<file path="src/hw/drs_pkg.sv">
/*
 * drs_pkg: constants, tables, enums and carriers for the run supervisor.
 * Assumes a single 125 MHz control clock; times are counted in tenths of a second.
 */
package drs_pkg;

    // ************************************************
    // timing
    // ************************************************
    localparam int CLK_PERIOD_NS = 8;
    localparam int TENTH_NS = 100_000_000;
    localparam int TENTH_CYC = TENTH_NS / CLK_PERIOD_NS;
    localparam int FAN_HOLD_MIN = 10;
    localparam int FAN_HOLD_TENTHS = FAN_HOLD_MIN * 600;
    localparam int SEARCH_MAX_MS = 1200;
    localparam int SEARCH_MAX_TENTHS = SEARCH_MAX_MS / 100;

    // ************************************************
    // setting codes
    // ************************************************
    localparam logic [7:0] RETRY_OUT_CODE = 8'h1A;
    localparam logic [7:0] SEARCH_IN_CODE = 8'h1A;
    localparam logic [3:0] RETRY_OFF = 4'h0;
    localparam logic FAN_CTRL = 1'h1;
    localparam logic [1:0] INIT_MOTOR = 2'h2;
    localparam logic [2:0] MOTOR_STD = 3'h0;
    localparam logic [2:0] MOTOR_OTHER = 3'h4;
    localparam int S_WEAK_DIV = 20;
    localparam int S_STRONG_DIV = 10;

    typedef enum logic [1:0] {RAMP_LINEAR, RAMP_S_WEAK, RAMP_S_STRONG, RAMP_CURVE} drs_ramp_t;
    typedef enum logic [1:0] {SEARCH_OFF, SEARCH_PF, SEARCH_ALL} drs_search_t;
    typedef enum logic [1:0] {RT_IDLE, RT_WAIT, RT_ALARM} drs_retry_st_t;
    typedef enum logic [1:0] {SR_IDLE, SR_DELAY, SR_RUN} drs_search_st_t;

    // ************************************************
    // carriers
    // ************************************************
    typedef struct packed {
        logic other;
        logic inv_ol;
        logic mot_ol;
        logic mot_oh;
        logic hs_oh;
        logic ov;
        logic oc;
    } drs_trip_t;

    typedef struct packed {
        logic [15:0] rated_cur;
        logic [15:0] noload_cur;
        logic [15:0] pct_r;
        logic [15:0] pct_x;
        logic [15:0] slip;
    } drs_motor_par_t;

    // ************************************************
    // capacity table, all in hundredths
    // ************************************************
    localparam int NUM_BANDS = 14;
    localparam logic [15:0] BAND_LO [NUM_BANDS] = '{16'h0001, 16'h000A, 16'h0014,
        16'h0028, 16'h004B, 16'h0096, 16'h00DC, 16'h0172, 16'h0226, 16'h02EE,
        16'h044C, 16'h05DC, 16'h073A, 16'h0898};
    localparam logic [15:0] RATED_TBL [NUM_BANDS] = '{16'h0016, 16'h0023, 16'h0041,
        16'h0073, 16'h00B4, 16'h0136, 16'h01CC, 16'h02EE, 16'h047E, 16'h05AA,
        16'h0834, 16'h0ABE, 16'h0D48, 16'h0F3C};
    localparam logic [15:0] NOLOAD_TBL [NUM_BANDS] = '{16'h0014, 16'h001B, 16'h0035,
        16'h0053, 16'h0073, 16'h0097, 16'h00F3, 16'h0180, 16'h0226, 16'h0271,
        16'h0375, 16'h03E8, 16'h042E, 16'h04EC};
    localparam logic [15:0] PCT_R_TBL [NUM_BANDS] = '{16'h0563, 16'h0510, 16'h050F,
        16'h03FC, 16'h0363, 16'h028F, 16'h0288, 16'h0243, 16'h0210, 16'h01C2,
        16'h017A, 16'h0145, 16'h0124, 16'h010E};
    localparam logic [15:0] PCT_X_TBL [NUM_BANDS] = '{16'h0497, 16'h04F3, 16'h050C,
        16'h0556, 16'h0434, 16'h0461, 16'h0449, 16'h0465, 16'h0597, 16'h05BC,
        16'h05E5, 16'h0665, 16'h067A, 16'h0640};
    localparam logic [15:0] SLIP_TBL [NUM_BANDS] = '{16'h00B1, 16'h00B1, 16'h00E9,
        16'h00F0, 16'h00E9, 16'h00C8, 16'h00B4, 16'h00C1, 16'h008C, 16'h009D,
        16'h006B, 16'h0071, 16'h0057, 16'h005A};

endpackage

</file>
<file path="src/hw/drs_motor_table.sv">
/*
 * drs_motor_table: maps a rated capacity onto its nominal band and row.
 * Assumes capacity in hundredths of a kW; purely combinational.
 */
`timescale 1ns/1ps
module drs_motor_table
    import drs_pkg::*;
(
    // capacity in
    input wire logic [15:0] capacity,
    // table row out
    output drs_motor_par_t par,
    output logic [3:0] band
);

    // ************************************************
    // band search
    // ************************************************
    logic [NUM_BANDS-1:0] at_or_above;
    logic [4:0] ones;

    for (genvar gi = 0; gi < NUM_BANDS; gi++) begin : g_band
        assign at_or_above[gi] = capacity >= BAND_LO[gi];
    end
    assign ones = 5'($countones(at_or_above));
    assign band = (ones == 5'h00) ? 4'h0 : 4'(ones - 5'h01);

    assign par = {RATED_TBL[band], NOLOAD_TBL[band], PCT_R_TBL[band], PCT_X_TBL[band],
        SLIP_TBL[band]};

endmodule // drs_motor_table

</file>
<file path="src/hw/drs_ramp_shape.sv">
/*
 * drs_ramp_shape: steps the output frequency toward the target per pattern.
 * Assumes step is the linear per-cycle change set by the reference ramp time.
 */
`timescale 1ns/1ps
module drs_ramp_shape
    import drs_pkg::*;
#(
    parameter int FW = 16
) (
    // clock and reset
    input wire logic core_clk,
    input wire logic reset,
    // ramp setup
    input wire logic [1:0] pattern,
    input wire logic [FW-1:0] target,
    input wire logic [FW-1:0] max_freq,
    input wire logic [FW-1:0] base_freq,
    input wire logic [FW-1:0] step,
    // ramp result
    output logic [FW-1:0] out_freq
);

    logic [FW-1:0] start_f;
    drs_ramp_t pat;
    logic up;
    logic [FW-1:0] dist_end, dist_start, zone, half, rate, adv;
    logic in_zone, above_base;

    assign pat = drs_ramp_t'(pattern);
    assign up = target > out_freq;
    assign dist_end = up ? target - out_freq : out_freq - target;
    assign dist_start = (out_freq > start_f) ? out_freq - start_f : start_f - out_freq;
    assign zone = (pat == RAMP_S_WEAK) ? max_freq / FW'(S_WEAK_DIV)
        : (pat == RAMP_S_STRONG) ? max_freq / FW'(S_STRONG_DIV) : '0;
    assign in_zone = (dist_end < zone) || (dist_start < zone);
    assign above_base = (pat == RAMP_CURVE) && (out_freq > base_freq);
    assign half = (step > FW'(1)) ? step >> 1 : step;
    assign rate = (in_zone || above_base) ? half : step;
    assign adv = (dist_end < rate) ? dist_end : rate;

    always_ff @(posedge core_clk) begin
        if (reset) begin
            out_freq <= '0;
            start_f <= '0;
        end else begin
            out_freq <= up ? out_freq + adv : out_freq - adv;
            if (dist_end == '0) begin
                start_f <= out_freq;
            end
        end
    end
endmodule // drs_ramp_shape

</file>
<file path="src/hw/drs_top.sv">
/*
 * drs_top: retry, fan hold, ramp shape, start search and motor table loading.
 * Assumes trip, run and start signals come from logic on core_clk; pins are synced here.
 */
`timescale 1ns/1ps
// How it works
// - Eligible trips wait, then clear themselves without alarm while retries remain.
// - Trips beyond the retry count raise the alarm and stop retrying.
// - Retry count zero disables retry; otherwise it limits attempts.
// - Only overcurrent, overvoltage, overheat and overload trips may retry.
// - After the retry interval in the trip, pulse the internal reset.
// - Outputs assigned code 26 show retry in progress.
// - Controlled fan stops when stopped and temperature is low.
// - Fan runs at least ten minutes once started.
// - Fan select 0 always on, 1 temperature controlled.
// - Linear pattern changes frequency at constant rate.
// - S-curves round ramp ends over 5 or 10 percent zones.
// - Reference rate governs only the linear middle of S-curves.
// - Curvilinear ramp slows above base frequency.
// - Search applies to power-failure restart and normal start.
// - Inputs assigned code 26 give search-at-start; none means off.
// - Motor parameters come from the capacity band table.
// - Init select 2 reloads motor parameters by capacity and type.
// - Off-nominal capacity is forced to its nominal band.
// - Normal start searches at mode 2 or input on; restart at 1, 2.
// - Search lasts at most 1.2 seconds before acceleration.
module drs_top
    import drs_pkg::*;
#(
    parameter int TICK_CYC = TENTH_CYC,
    parameter int NUM_DIN = 5,
    parameter int FW = 16
) (
    // clock and reset
    input wire logic core_clk,
    input wire logic reset,
    // trips and manual reset
    input wire logic trip_active,
    input wire drs_trip_t trip_cause,
    input wire logic manual_reset,
    // retry
    input wire logic [3:0] retry_count_setting,
    input wire logic [7:0] retry_interval_setting,
    output logic auto_reset_cmd,
    output logic retry_active_output,
    output logic alarm_out,
    // output terminals
    input wire logic [7:0] output_one_assign,
    input wire logic [7:0] output_two_assign,
    input wire logic [7:0] relay_output_assign,
    output logic [2:0] terminal_out,
    // fan
    input wire logic fan_control_select,
    input wire logic drive_running,
    input wire logic temp_low_pin,
    output logic fan_on,
    // ramp
    input wire logic [1:0] ramp_pattern_select,
    input wire logic [FW-1:0] target_freq,
    input wire logic [FW-1:0] max_freq,
    input wire logic [FW-1:0] base_freq,
    input wire logic [FW-1:0] ramp_step,
    output logic [FW-1:0] out_freq,
    // search
    input wire logic [1:0] idle_search_select,
    input wire logic [7:0] search_delay_setting,
    input wire logic [NUM_DIN-1:0][7:0] input_terminal_assign,
    input wire logic [NUM_DIN-1:0] din_pin,
    input wire logic start_cmd,
    input wire logic restart_pf,
    input wire logic search_done,
    output logic search_active,
    output logic accel_go,
    // motor parameter init
    input wire logic [1:0] parameter_init_select,
    input wire logic [15:0] rated_capacity_setting,
    input wire logic [2:0] motor_type_select,
    output drs_motor_par_t motor_par,
    output logic init_done
);

    // ************************************************
    // tenth-second tick
    // ************************************************
    logic [31:0] tick_cnt;
    logic tick;
    assign tick = tick_cnt == 32'(TICK_CYC - 1);

    always_ff @(posedge core_clk) begin
        if (reset || tick) begin
            tick_cnt <= '0;
        end else begin
            tick_cnt <= tick_cnt + 32'h0000_0001;
        end
    end

    // ************************************************
    // retry supervisor
    // ************************************************
    drs_retry_st_t rt, next_rt;
    logic trip_d;
    logic [3:0] attempts, count_d;
    logic [7:0] rt_timer;
    logic trip_start, eligible, can_retry, fire, count_chg;

    assign trip_start = trip_active && !trip_d;
    assign eligible = |{trip_cause.oc, trip_cause.ov, trip_cause.hs_oh,
        trip_cause.mot_oh, trip_cause.mot_ol, trip_cause.inv_ol};
    assign can_retry = eligible && retry_count_setting != RETRY_OFF
        && attempts < retry_count_setting;
    assign fire = rt == RT_WAIT && !manual_reset && rt_timer >= retry_interval_setting;
    assign count_chg = retry_count_setting != count_d;

    always_comb begin
        next_rt = rt;
        case (rt)
            RT_IDLE: begin
                if (trip_start) begin
                    next_rt = can_retry ? RT_WAIT : RT_ALARM;
                end
            end
            RT_WAIT: begin
                if (manual_reset || fire) begin
                    next_rt = RT_IDLE;
                end
            end
            RT_ALARM: begin
                if (manual_reset) begin
                    next_rt = RT_IDLE;
                end
            end
            default: next_rt = RT_IDLE;
        endcase
    end

    always_ff @(posedge core_clk) begin
        if (reset) begin
            rt <= RT_IDLE;
            trip_d <= 1'b0;
            count_d <= 4'h0;
            rt_timer <= 8'h00;
            auto_reset_cmd <= 1'b0;
            retry_active_output <= 1'b0;
            alarm_out <= 1'b0;
        end else begin
            rt <= next_rt;
            trip_d <= trip_active;
            count_d <= retry_count_setting;
            rt_timer <= (next_rt != rt) ? 8'h00 : rt_timer + 8'(tick && rt_timer != 8'hFF);
            auto_reset_cmd <= fire;
            retry_active_output <= next_rt == RT_WAIT;
            alarm_out <= next_rt == RT_ALARM;
        end
    end

    always_ff @(posedge core_clk) begin
        if (reset || manual_reset || count_chg) begin
            attempts <= 4'h0;
        end else if (fire) begin
            attempts <= attempts + 4'h1;
        end
    end

    // ************************************************
    // output terminals
    // ************************************************
    logic [2:0][7:0] out_assign;
    assign out_assign = {relay_output_assign, output_two_assign, output_one_assign};

    for (genvar gi = 0; gi < 3; gi++) begin : g_term
        always_ff @(posedge core_clk) begin
            if (reset) begin
                terminal_out[gi] <= 1'b0;
            end else begin
                terminal_out[gi] <= out_assign[gi] == RETRY_OUT_CODE && next_rt == RT_WAIT;
            end
        end
    end

    // ************************************************
    // cooling fan
    // ************************************************
    logic temp_s1, temp_s2, next_fan;
    logic [12:0] fan_hold;

    // off only when controlled, stopped, cool, hold spent
    assign next_fan = !(fan_control_select == FAN_CTRL && !drive_running
        && temp_s2 && fan_hold == 13'h0000);

    always_ff @(posedge core_clk) begin
        if (reset) begin
            temp_s1 <= 1'b0;
            temp_s2 <= 1'b0;
            fan_on <= 1'b0;
            fan_hold <= 13'h0000;
        end else begin
            temp_s1 <= temp_low_pin;
            temp_s2 <= temp_s1;
            fan_on <= next_fan;
            if (next_fan && !fan_on) begin
                fan_hold <= 13'(FAN_HOLD_TENTHS);
            end else if (tick && fan_hold != 13'h0000) begin
                fan_hold <= fan_hold - 13'h0001;
            end
        end
    end

    // ************************************************
    // ramp
    // ************************************************
    drs_ramp_shape #(
        .FW(FW)
    ) u_ramp (
        .core_clk(core_clk),
        .reset(reset),
        .pattern(ramp_pattern_select),
        .target(target_freq),
        .max_freq(max_freq),
        .base_freq(base_freq),
        .step(ramp_step),
        .out_freq(out_freq)
    );

    // ************************************************
    // idle-speed search at start
    // ************************************************
    drs_search_st_t sr, next_sr;
    drs_search_t mode;
    logic [NUM_DIN-1:0] din_s1, din_s2, srch_in_hit;
    logic [7:0] sr_timer;
    logic srch_in, want_search, sr_end;

    for (genvar gi = 0; gi < NUM_DIN; gi++) begin : g_srch_in
        assign srch_in_hit[gi] = input_terminal_assign[gi] == SEARCH_IN_CODE && din_s2[gi];
    end
    assign srch_in = |srch_in_hit;
    assign mode = drs_search_t'(idle_search_select);
    assign want_search = (start_cmd && (mode == SEARCH_ALL || srch_in))
        || (restart_pf && (mode == SEARCH_PF || mode == SEARCH_ALL));
    assign sr_end = search_done || sr_timer >= 8'(SEARCH_MAX_TENTHS);

    always_comb begin
        next_sr = sr;
        case (sr)
            SR_IDLE: begin
                if (want_search) begin
                    next_sr = SR_DELAY;
                end
            end
            SR_DELAY: begin
                if (sr_timer >= search_delay_setting) begin
                    next_sr = SR_RUN;
                end
            end
            SR_RUN: begin
                if (sr_end) begin
                    next_sr = SR_IDLE;
                end
            end
            default: next_sr = SR_IDLE;
        endcase
    end

    always_ff @(posedge core_clk) begin
        if (reset) begin
            din_s1 <= '0;
            din_s2 <= '0;
            sr <= SR_IDLE;
            sr_timer <= 8'h00;
            search_active <= 1'b0;
            accel_go <= 1'b0;
        end else begin
            din_s1 <= din_pin;
            din_s2 <= din_s1;
            sr <= next_sr;
            sr_timer <= (next_sr != sr) ? 8'h00 : sr_timer + 8'(tick && sr_timer != 8'hFF);
            search_active <= next_sr == SR_RUN;
            accel_go <= (sr == SR_RUN && sr_end)
                || (sr == SR_IDLE && (start_cmd || restart_pf) && !want_search);
        end
    end

    // ************************************************
    // motor parameter init
    // ************************************************
    drs_motor_par_t table_par;
    logic [1:0] init_sel_d;
    logic init_go, type_ok;

    drs_motor_table u_table (
        .capacity(rated_capacity_setting),
        .par(table_par),
        .band()
    );

    assign init_go = parameter_init_select == INIT_MOTOR && init_sel_d != INIT_MOTOR;
    assign type_ok = motor_type_select == MOTOR_STD || motor_type_select == MOTOR_OTHER;

    always_ff @(posedge core_clk) begin
        if (reset) begin
            init_sel_d <= 2'h0;
            motor_par <= '0;
            init_done <= 1'b0;
        end else begin
            init_sel_d <= parameter_init_select;
            init_done <= init_go;
            if (init_go && type_ok) begin
                motor_par <= table_par;
            end
        end
    end
endmodule // drs_top
</file>
<file path="config.mk">
export PLATFORM = sky130hd
export DESIGN_NAME = drs_top
export DESIGN_NICKNAME = d
export VERILOG_FILES = /design/src/hw/drs_pkg.sv /design/src/hw/drs_motor_table.sv /design/src/hw/drs_ramp_shape.sv /design/src/hw/drs_top.sv
export SDC_FILE = /design/constraint.sdc
export NUM_CORES = 1
export LEC_CHECK = 0
export CORE_MARGIN = 3
export CORE_UTILIZATION = 35
export DETAILED_ROUTE_END_ITERATION = 12
export DONT_BUFFER_PORTS = 1
export GPL_ROUTABILITY_DRIVEN = 1
export GPL_TIMING_DRIVEN = 0
export PLACE_DENSITY = 0.55
export SLEW_MARGIN = 0
export SYNTH_ARGS = -nofsm -noshare
export SYNTH_HDL_FRONTEND = slang
export SYNTH_HIERARCHICAL = 1
export SYNTH_SLANG_ARGS = --single-unit
</file>
<file path="constraint.sdc">
create_clock -name core_clk -period 10.6 [get_ports core_clk]
set_input_delay 0 -clock core_clk [delete_from_list [all_inputs] [get_ports core_clk]]
set_output_delay 0 -clock core_clk [all_outputs]
set_load 0.05 [all_outputs]
</file>
### Word level (Yosys, flattened, before mapping)

Memory sizes are Yosys's and may differ from the RTL's. A register that Yosys moved wholly into a read port is not among the register bits.
Index checks and enable logic that the tools add are counted.

* input port bits: 195
* word-level logic and storage cells: 195
* memory bits (read-only): 1280
* output and inout bits: 106
* memories kept: 5
* bits in registers: 130

* equality and inequality tests: 29
* reductions and logical operators: 61
* multiplexer cells: 20
* bitwise operators: 1
* order comparisons: 25
* divide/modulo/power cells: 2
* add/sub/neg operators: 25

Memories
* (name not given): depth 16, bits a word 16, rd ports 1, clocked after Yosys merged registers in 1, wr ports 0, line drs_motor_table.sv:29 `SLIP_TBL[band]};`
* (name not given): depth 16, bits a word 16, rd ports 1, clocked after Yosys merged registers in 1, wr ports 0, line drs_motor_table.sv:28 `assign par = {RATED_TBL[band], NOLOAD_TBL[band], PCT_R_TBL[band], PCT_X_TBL[band],`
* (name not given): depth 16, bits a word 16, rd ports 1, clocked after Yosys merged registers in 1, wr ports 0, line drs_motor_table.sv:28
* (name not given): depth 16, bits a word 16, rd ports 1, clocked after Yosys merged registers in 1, wr ports 0, line drs_motor_table.sv:28
* (name not given): depth 16, bits a word 16, rd ports 1, clocked after Yosys merged registers in 1, wr ports 0, line drs_motor_table.sv:28

Operator list (number)
* two-way mux 16 bit: 8
* subtractor 16 bit: 5
* == test 8 x 5 -> 1 bit (second input constant): 8
* >= comparator 16 x 11 -> 1 bit (second input constant): 3
* greater-than comparator 16 bit: 3
* < comparator 16 bit: 3
* adder 32 x 1 -> 32 bit (second input constant): 1
* == test 32 x 24 -> 1 bit (second input constant): 1
* >= comparator 16 x 10 -> 1 bit (second input constant): 2
* >= comparator 16 x 8 -> 1 bit (second input constant): 2
* adder 5 bit: 6
* logical AND 1 bit: 28
* two-way mux 13 bit: 2
* adder 16 bit: 1
* adder 8 x 1 -> 8 bit: 2
* divider 16 x 4 -> 16 bit (second input constant): 1
* divider 16 x 5 -> 16 bit (second input constant): 1
* == test 2 bit (second input constant): 8
* >= comparator 16 x 1 -> 1 bit (second input constant): 1
* >= comparator 16 x 12 -> 1 bit (second input constant): 1
* >= comparator 16 x 4 -> 1 bit (second input constant): 1
* >= comparator 16 x 5 -> 1 bit (second input constant): 1
* >= comparator 16 x 6 -> 1 bit (second input constant): 1
* >= comparator 16 x 7 -> 1 bit (second input constant): 1
* other kinds (32): 72

### Depth between registers and ports, before layout

* depth after elaboration: 11
* gate-level depth with buffers: 72
* depth with buffers taken out: 65

### By module

Netlist, hierarchy kept.

Modules (own cells, without submodules)
* drs_ramp_shape: sequential area each 640.6 sq um, area an instance 8767.2 sq um, cells an instance 1241, instances 1
* drs_top: sequential area each 3563.4 sq um, area an instance 7503.4 sq um, cells an instance 880, instances 1
* drs_motor_table: sequential area each 0.0 sq um, area an instance 1865.5 sq um, cells an instance 300, instances 1

### Least setup slack after synthesis

Ideal clock, no wire load.

* path kind: register -> register
* start: register u_ramp.out_freq[1]
* end: register u_ramp.out_freq[15]
* data arrival time: 11607 ps
* stages on the path, launching flop included: 61
* slack: -1078 ps
* library setup time: 71 ps
* period minus slack after synthesis: 11678 ps
* required time: 10529 ps
* buffers on the path: 4
* path through: dfxtp_1 inv_1 fa_1 a21o_1 a21o_1 a21o_1 a21oi_1 o21ai_0 a21oi_1 a22oi_1 a2111oi_0 o31ai_1 a311oi_1 xnor2_1 inv_1 ha_1 nor2b_1 or3_1 [25 not listed] and2_1 o21ai_0 nand2b_1 a21oi_1 o21bai_1 a21oi_1 o21ai_0 and2_1 o21ai_0 nand2b_1 a21oi_1 o21bai_1 a21o_1 a21oi_1 xnor2_1 xnor2_1 or3_1 a21oi_1

* cells in the longest elaborated chain, start to end: 10
* elaborated cells between the ends (all ways): 20
* those cells by class: 6 x add/sub; 6 x order compare; 5 x mux; 3 x reduce/logical

RTL lines
* from (decl): line drs_ramp_shape.sv:21 `output logic [FW-1:0] out_freq`
* from (signal assigned): line drs_ramp_shape.sv:47 `out_freq <= up ? out_freq + adv : out_freq - adv;`
* subtractor 16 bit (tied with other cells): line drs_ramp_shape.sv:32 `assign dist_end = up ? target - out_freq : out_freq - target;`
* two-way mux 16 bit, on equally long branches: line drs_ramp_shape.sv:32, drs_ramp_shape.sv:33
* < comparator 16 bit: line drs_ramp_shape.sv:36 `assign in_zone = (dist_end < zone) || (dist_start < zone);`
* logical OR 1 bit: line drs_ramp_shape.sv:36
* logical OR 1 bit: line drs_ramp_shape.sv:39 `assign rate = (in_zone || above_base) ? half : step;`
* two-way mux 16 bit: line drs_ramp_shape.sv:39
* < comparator 16 bit: line drs_ramp_shape.sv:40 `assign adv = (dist_end < rate) ? dist_end : rate;`
* two-way mux 16 bit: line drs_ramp_shape.sv:40
* subtractor 16 bit or adder 16 bit (tied branches): line drs_ramp_shape.sv:47
* two-way mux 16 bit (*): line drs_ramp_shape.sv:47

Mark *: on every way between the ends. The rest lies on a longest branch, timed or not.
A chain may end at the register's enable or synchronous reset.

### Final worst setup path

* start: register u_ramp.out_freq[0]
* end: register u_ramp.out_freq[15]

Same word-level chain as after synthesis.

==> flow_summary.json <==
{
  "async_flop_share_pct": 0,
  "fp.coreArea_um2": 50680,
  "cts_tree": "done",
  "wl_per_cell_um": 18.39,
  "r2r_setup_slack_ns": -0.40,
  "ant_nets": 0,
  "die_w_um": 233.6,
  "synthFlopType": "dfxtp_1",
  "max_stage_delay_ns": 0.50,
  "place.gp.congestion": 0.9445,
  "hold_slack_ns": 0.04773,
  "grt_pass1_vias": 17710,
  "yosys_register_bits": 210,
  "synthCells": 2421,
  "critPathLaunchType": "flip-flop",
  "critPathCaptureType": "flip-flop",
  "cp_num_cells": 68,
  "yosysTopAreaCellShare_pct": 23.18,
  "setup_viol": 3,
  "worst_path_most_repeated_cell": "buf_4",
  "grt_pass1_wl_mm": 94.25,
  "post-route-worst-setup-slack_ns": -0.4020,
  "synth_cell_types": 113,
  "port_buffers": 0,
  "place_area_um2": 19180,
  "syn_area_um2": 18140,
  "reg2reg_depth": 68,
  "routed_via_density": 5.508,
  "endpoint": "u_ramp/out_freq[15]",
  "antenna_found_initial": 0,
  "vias": 18180,
  "hp-class": "in -> reg",
  "synthTopCellsByArea": "dfxtp_1 23%, ha_1 11%, a21oi_1 7.2%",
  "grt_setup_unrepaired": "true",
  "path_class": "reg -> reg",
  "fp.dieArea_um2": 54590,
  "row_count": 82,
  "synth_edf_count": 0,
  "vdd.ir_drop.worst_uv": 194.5,
  "violations": "setup timing",
  "hpwlAfterDp_mm": 46.34,
  "skew_ns": 0.01231,
  "diodes": 0,
  "clkLatencyLatePin_ns": 0.54,
  "initial_core_util_pct": 35.78,
  "clock-root-buffer": "clkbuf_16",
  "htreeDepth": 1,
  "finish.utilization_pct": 43.26,
  "crit_slowest_cell": "dfxtp_4",
  "hold_violations": 0,
  "ys_warn_count": 6,
  "r2r_end": "u_ramp/out_freq[15]",
  "setup_tns_ns": -0.7647,
  "synth-seq-area-share_pct": 23.18,
  "drcViolationCount": 0,
  "startpoint": "u_ramp/out_freq[0]",
  "maxSlewViolCount": 0,
  "netlist.top_cell.by_area": "dfxtp_1",
  "cp_num_buf_inv": 25,
  "clock-sinks": 210,
  "drtIter0Drc": 1317,
  "drt_wl_total_mm": 60.69,
  "drt_first_pass_iters": 5,
  "period_minus_slack_ns": 11.00,
  "drive_gt1_share_pct": 15.41,
  "maxCapViolCount": 0,
  "io_pins": 301,
  "final_area_um2": 21920,
  "crit_family": "compound AO/OA/AOI/OAI gates",
  "syn_area_per_cell_um2": 7.491,
  "period_share_pct": 103.8,
  "grt_max_degree": 14,
  "grt.total_usage_pct": 21.18,
  "leakage_nw": 9.032,
  "tightest_slew_ns": 0.8533,
  "clk_pin_slew_worst_paths_ns": 0.07,
  "crit_fanout": 6,
  "cp.arrival_ns": 11.47,
  "grt_overflow_total": 0,
  "max-clock-path-buffers": 3,
  "slew_headroom_pct": 42.59,
  "fmax_mhz": 90.89,
  "fillCellCount": 5118,
  "rr_startpoint": "u_ramp/out_freq[0]",
  "crit_required_ns": 11.07,
  "final_nets": 2985,
  "area_delta_synth_final_pct": 20.88,
  "power.density_nw_per_um2": 316.3,
  "die_y_um": 233.6,
  "status": "finished with violations",
  "cts_buffers": 25
}
==> sequential cells by signal (all words and copies together) (netlist names), 5 cells and up <==
register / flops
din_s1: 5
din_s2: 5
fan_hold: 13
motor_par: 80
rt_timer: 8
sr_timer: 8
tick_cnt: 32
u_ramp/out_freq: 16
u_ramp/start_f: 16
==> synth_stat cells (all sizes together), types with 20 or more instances <==
cell    instances
ha            166
nor2          222
nor3           58
xor2           49
xnor2          59
inv           161
nand2         304
nand3          57
a211oi         20
nor2b          43
o21ai         119
buf            67
clkbuf         88
mux2i          41
and3           20
dfxtp         210
nand4          34
a21o           62
nand2b         29
a21oi         260
==> worst min path at each step <==
stage                    endpoint                       from  slack, ns  cells past startpoint
6_report           auto_reset_cmd  retry_interval_setting[4]       0.05                      4
3_3_place_gp   u_ramp/out_freq[1]                      reset       0.07                      1
5_1_grt                     rt[0]     retry_count_setting[2]       0.08                      3
3_5_place_dp   u_ramp/out_freq[1]                      reset       0.07                      1
2_1_floorplan  u_ramp/out_freq[1]                      reset       0.06                      1
4_1_cts              fan_hold[12]         fan_control_select      0.009                      3
==> per-layer routing <==
metal / wire length (µm) / track usage, %
met3: 4010 / 3.768
met1: 25320 / 26.28
met4: 2346 / 7.823
met2: 29020 / 36.53
met5: 0 / 0
==> power breakdown <==
| part | switching, mW | internal, mW |
|---|---|---|
| clock | 0.355 | 0.568 |
| combinational | 2.57 | 2.38 |
| sequential | 0.203 | 0.857 |
| total | 3.13 | 3.80 |
==> cells in the final DEF (no fill, tap or decap), types with 34 or more instances in the layout <==
cell             n
xor2_1          43
a21o_1          62
inv_1          153
o21ai_0         89
nor3_1          51
xnor2_1         54
clkbuf_1        82
dlygate4sd3_1   34
dfxtp_1        194
nor2_1         218
buf_4          135
nand3_1         56
a21oi_1        235
ha_1           159
nand2_1        298
nor2b_1         41
==> layout make-up <==
type	instances	area (µm²)	share of cell area, %
buffer	150	825.8	3.767
tap	672	840.8	3.835
sequential	210	4257	19.42
clock buffer	37	752.0	3.430
multi-input combinational	1919	13320	60.75
inverter	163	623.1	2.842
clock inverter	8	140.1	0.6392
timing repair buffer	141	1166	5.319
==> worst reg2reg max path, delay by kind of cell, from the launching register on <==
family	cells	cell delay, ns
AOI/OAI and AO/OA	28	4.32
xor gates and xnor gates	4	0.66
adders and majority gates	4	1.17
buffers and inverters	25	3.03
DFF	1	0.50
muxes	1	0.35
and+or+nand+nor	6	0.92
==> logic make-up (layout without fill, tap and decap cells) <==
| logic type | Yosys count | after routing | synth area share, % |
|---|---|---|---|
| XOR/XNOR | 108 | 108 | 5.361 |
| AO/OA/AOI/OAI | 656 | 656 | 23.39 |
| buffers and inverters | 318 | 499 | 7.671 |
| other | 2 | 28 | 0.04141 |
| AND/OR/NAND/NOR | 901 | 901 | 24.66 |
| adder cells (fa/ha/maj) | 181 | 181 | 13.06 |
| multiplexers | 45 | 45 | 2.635 |
| flip-flops | 210 | 210 | 23.18 |
==> stage by stage <==
step                      setup WS, ns  power [mW]  cells
after floorplan               0.002609       3.757   2447
after global placement          -2.205       4.475   3119
after detailed placement        -2.389       4.560   3119
after CTS                      -0.2045       6.498   3282
after global routing           -0.8064       7.400   3300
final                          -0.4020       6.934   3300
==> repair_timing <==
item                                    CTS  global route
buffers inserted                        100            23
hold buffers                             34             0
pin swaps                                57            44
endpoints found under the setup margin   11             7
gates resized for setup                 126            60
hold endpoints to repair                107             0
No activity file was read; power rests on OpenSTA's default activity.
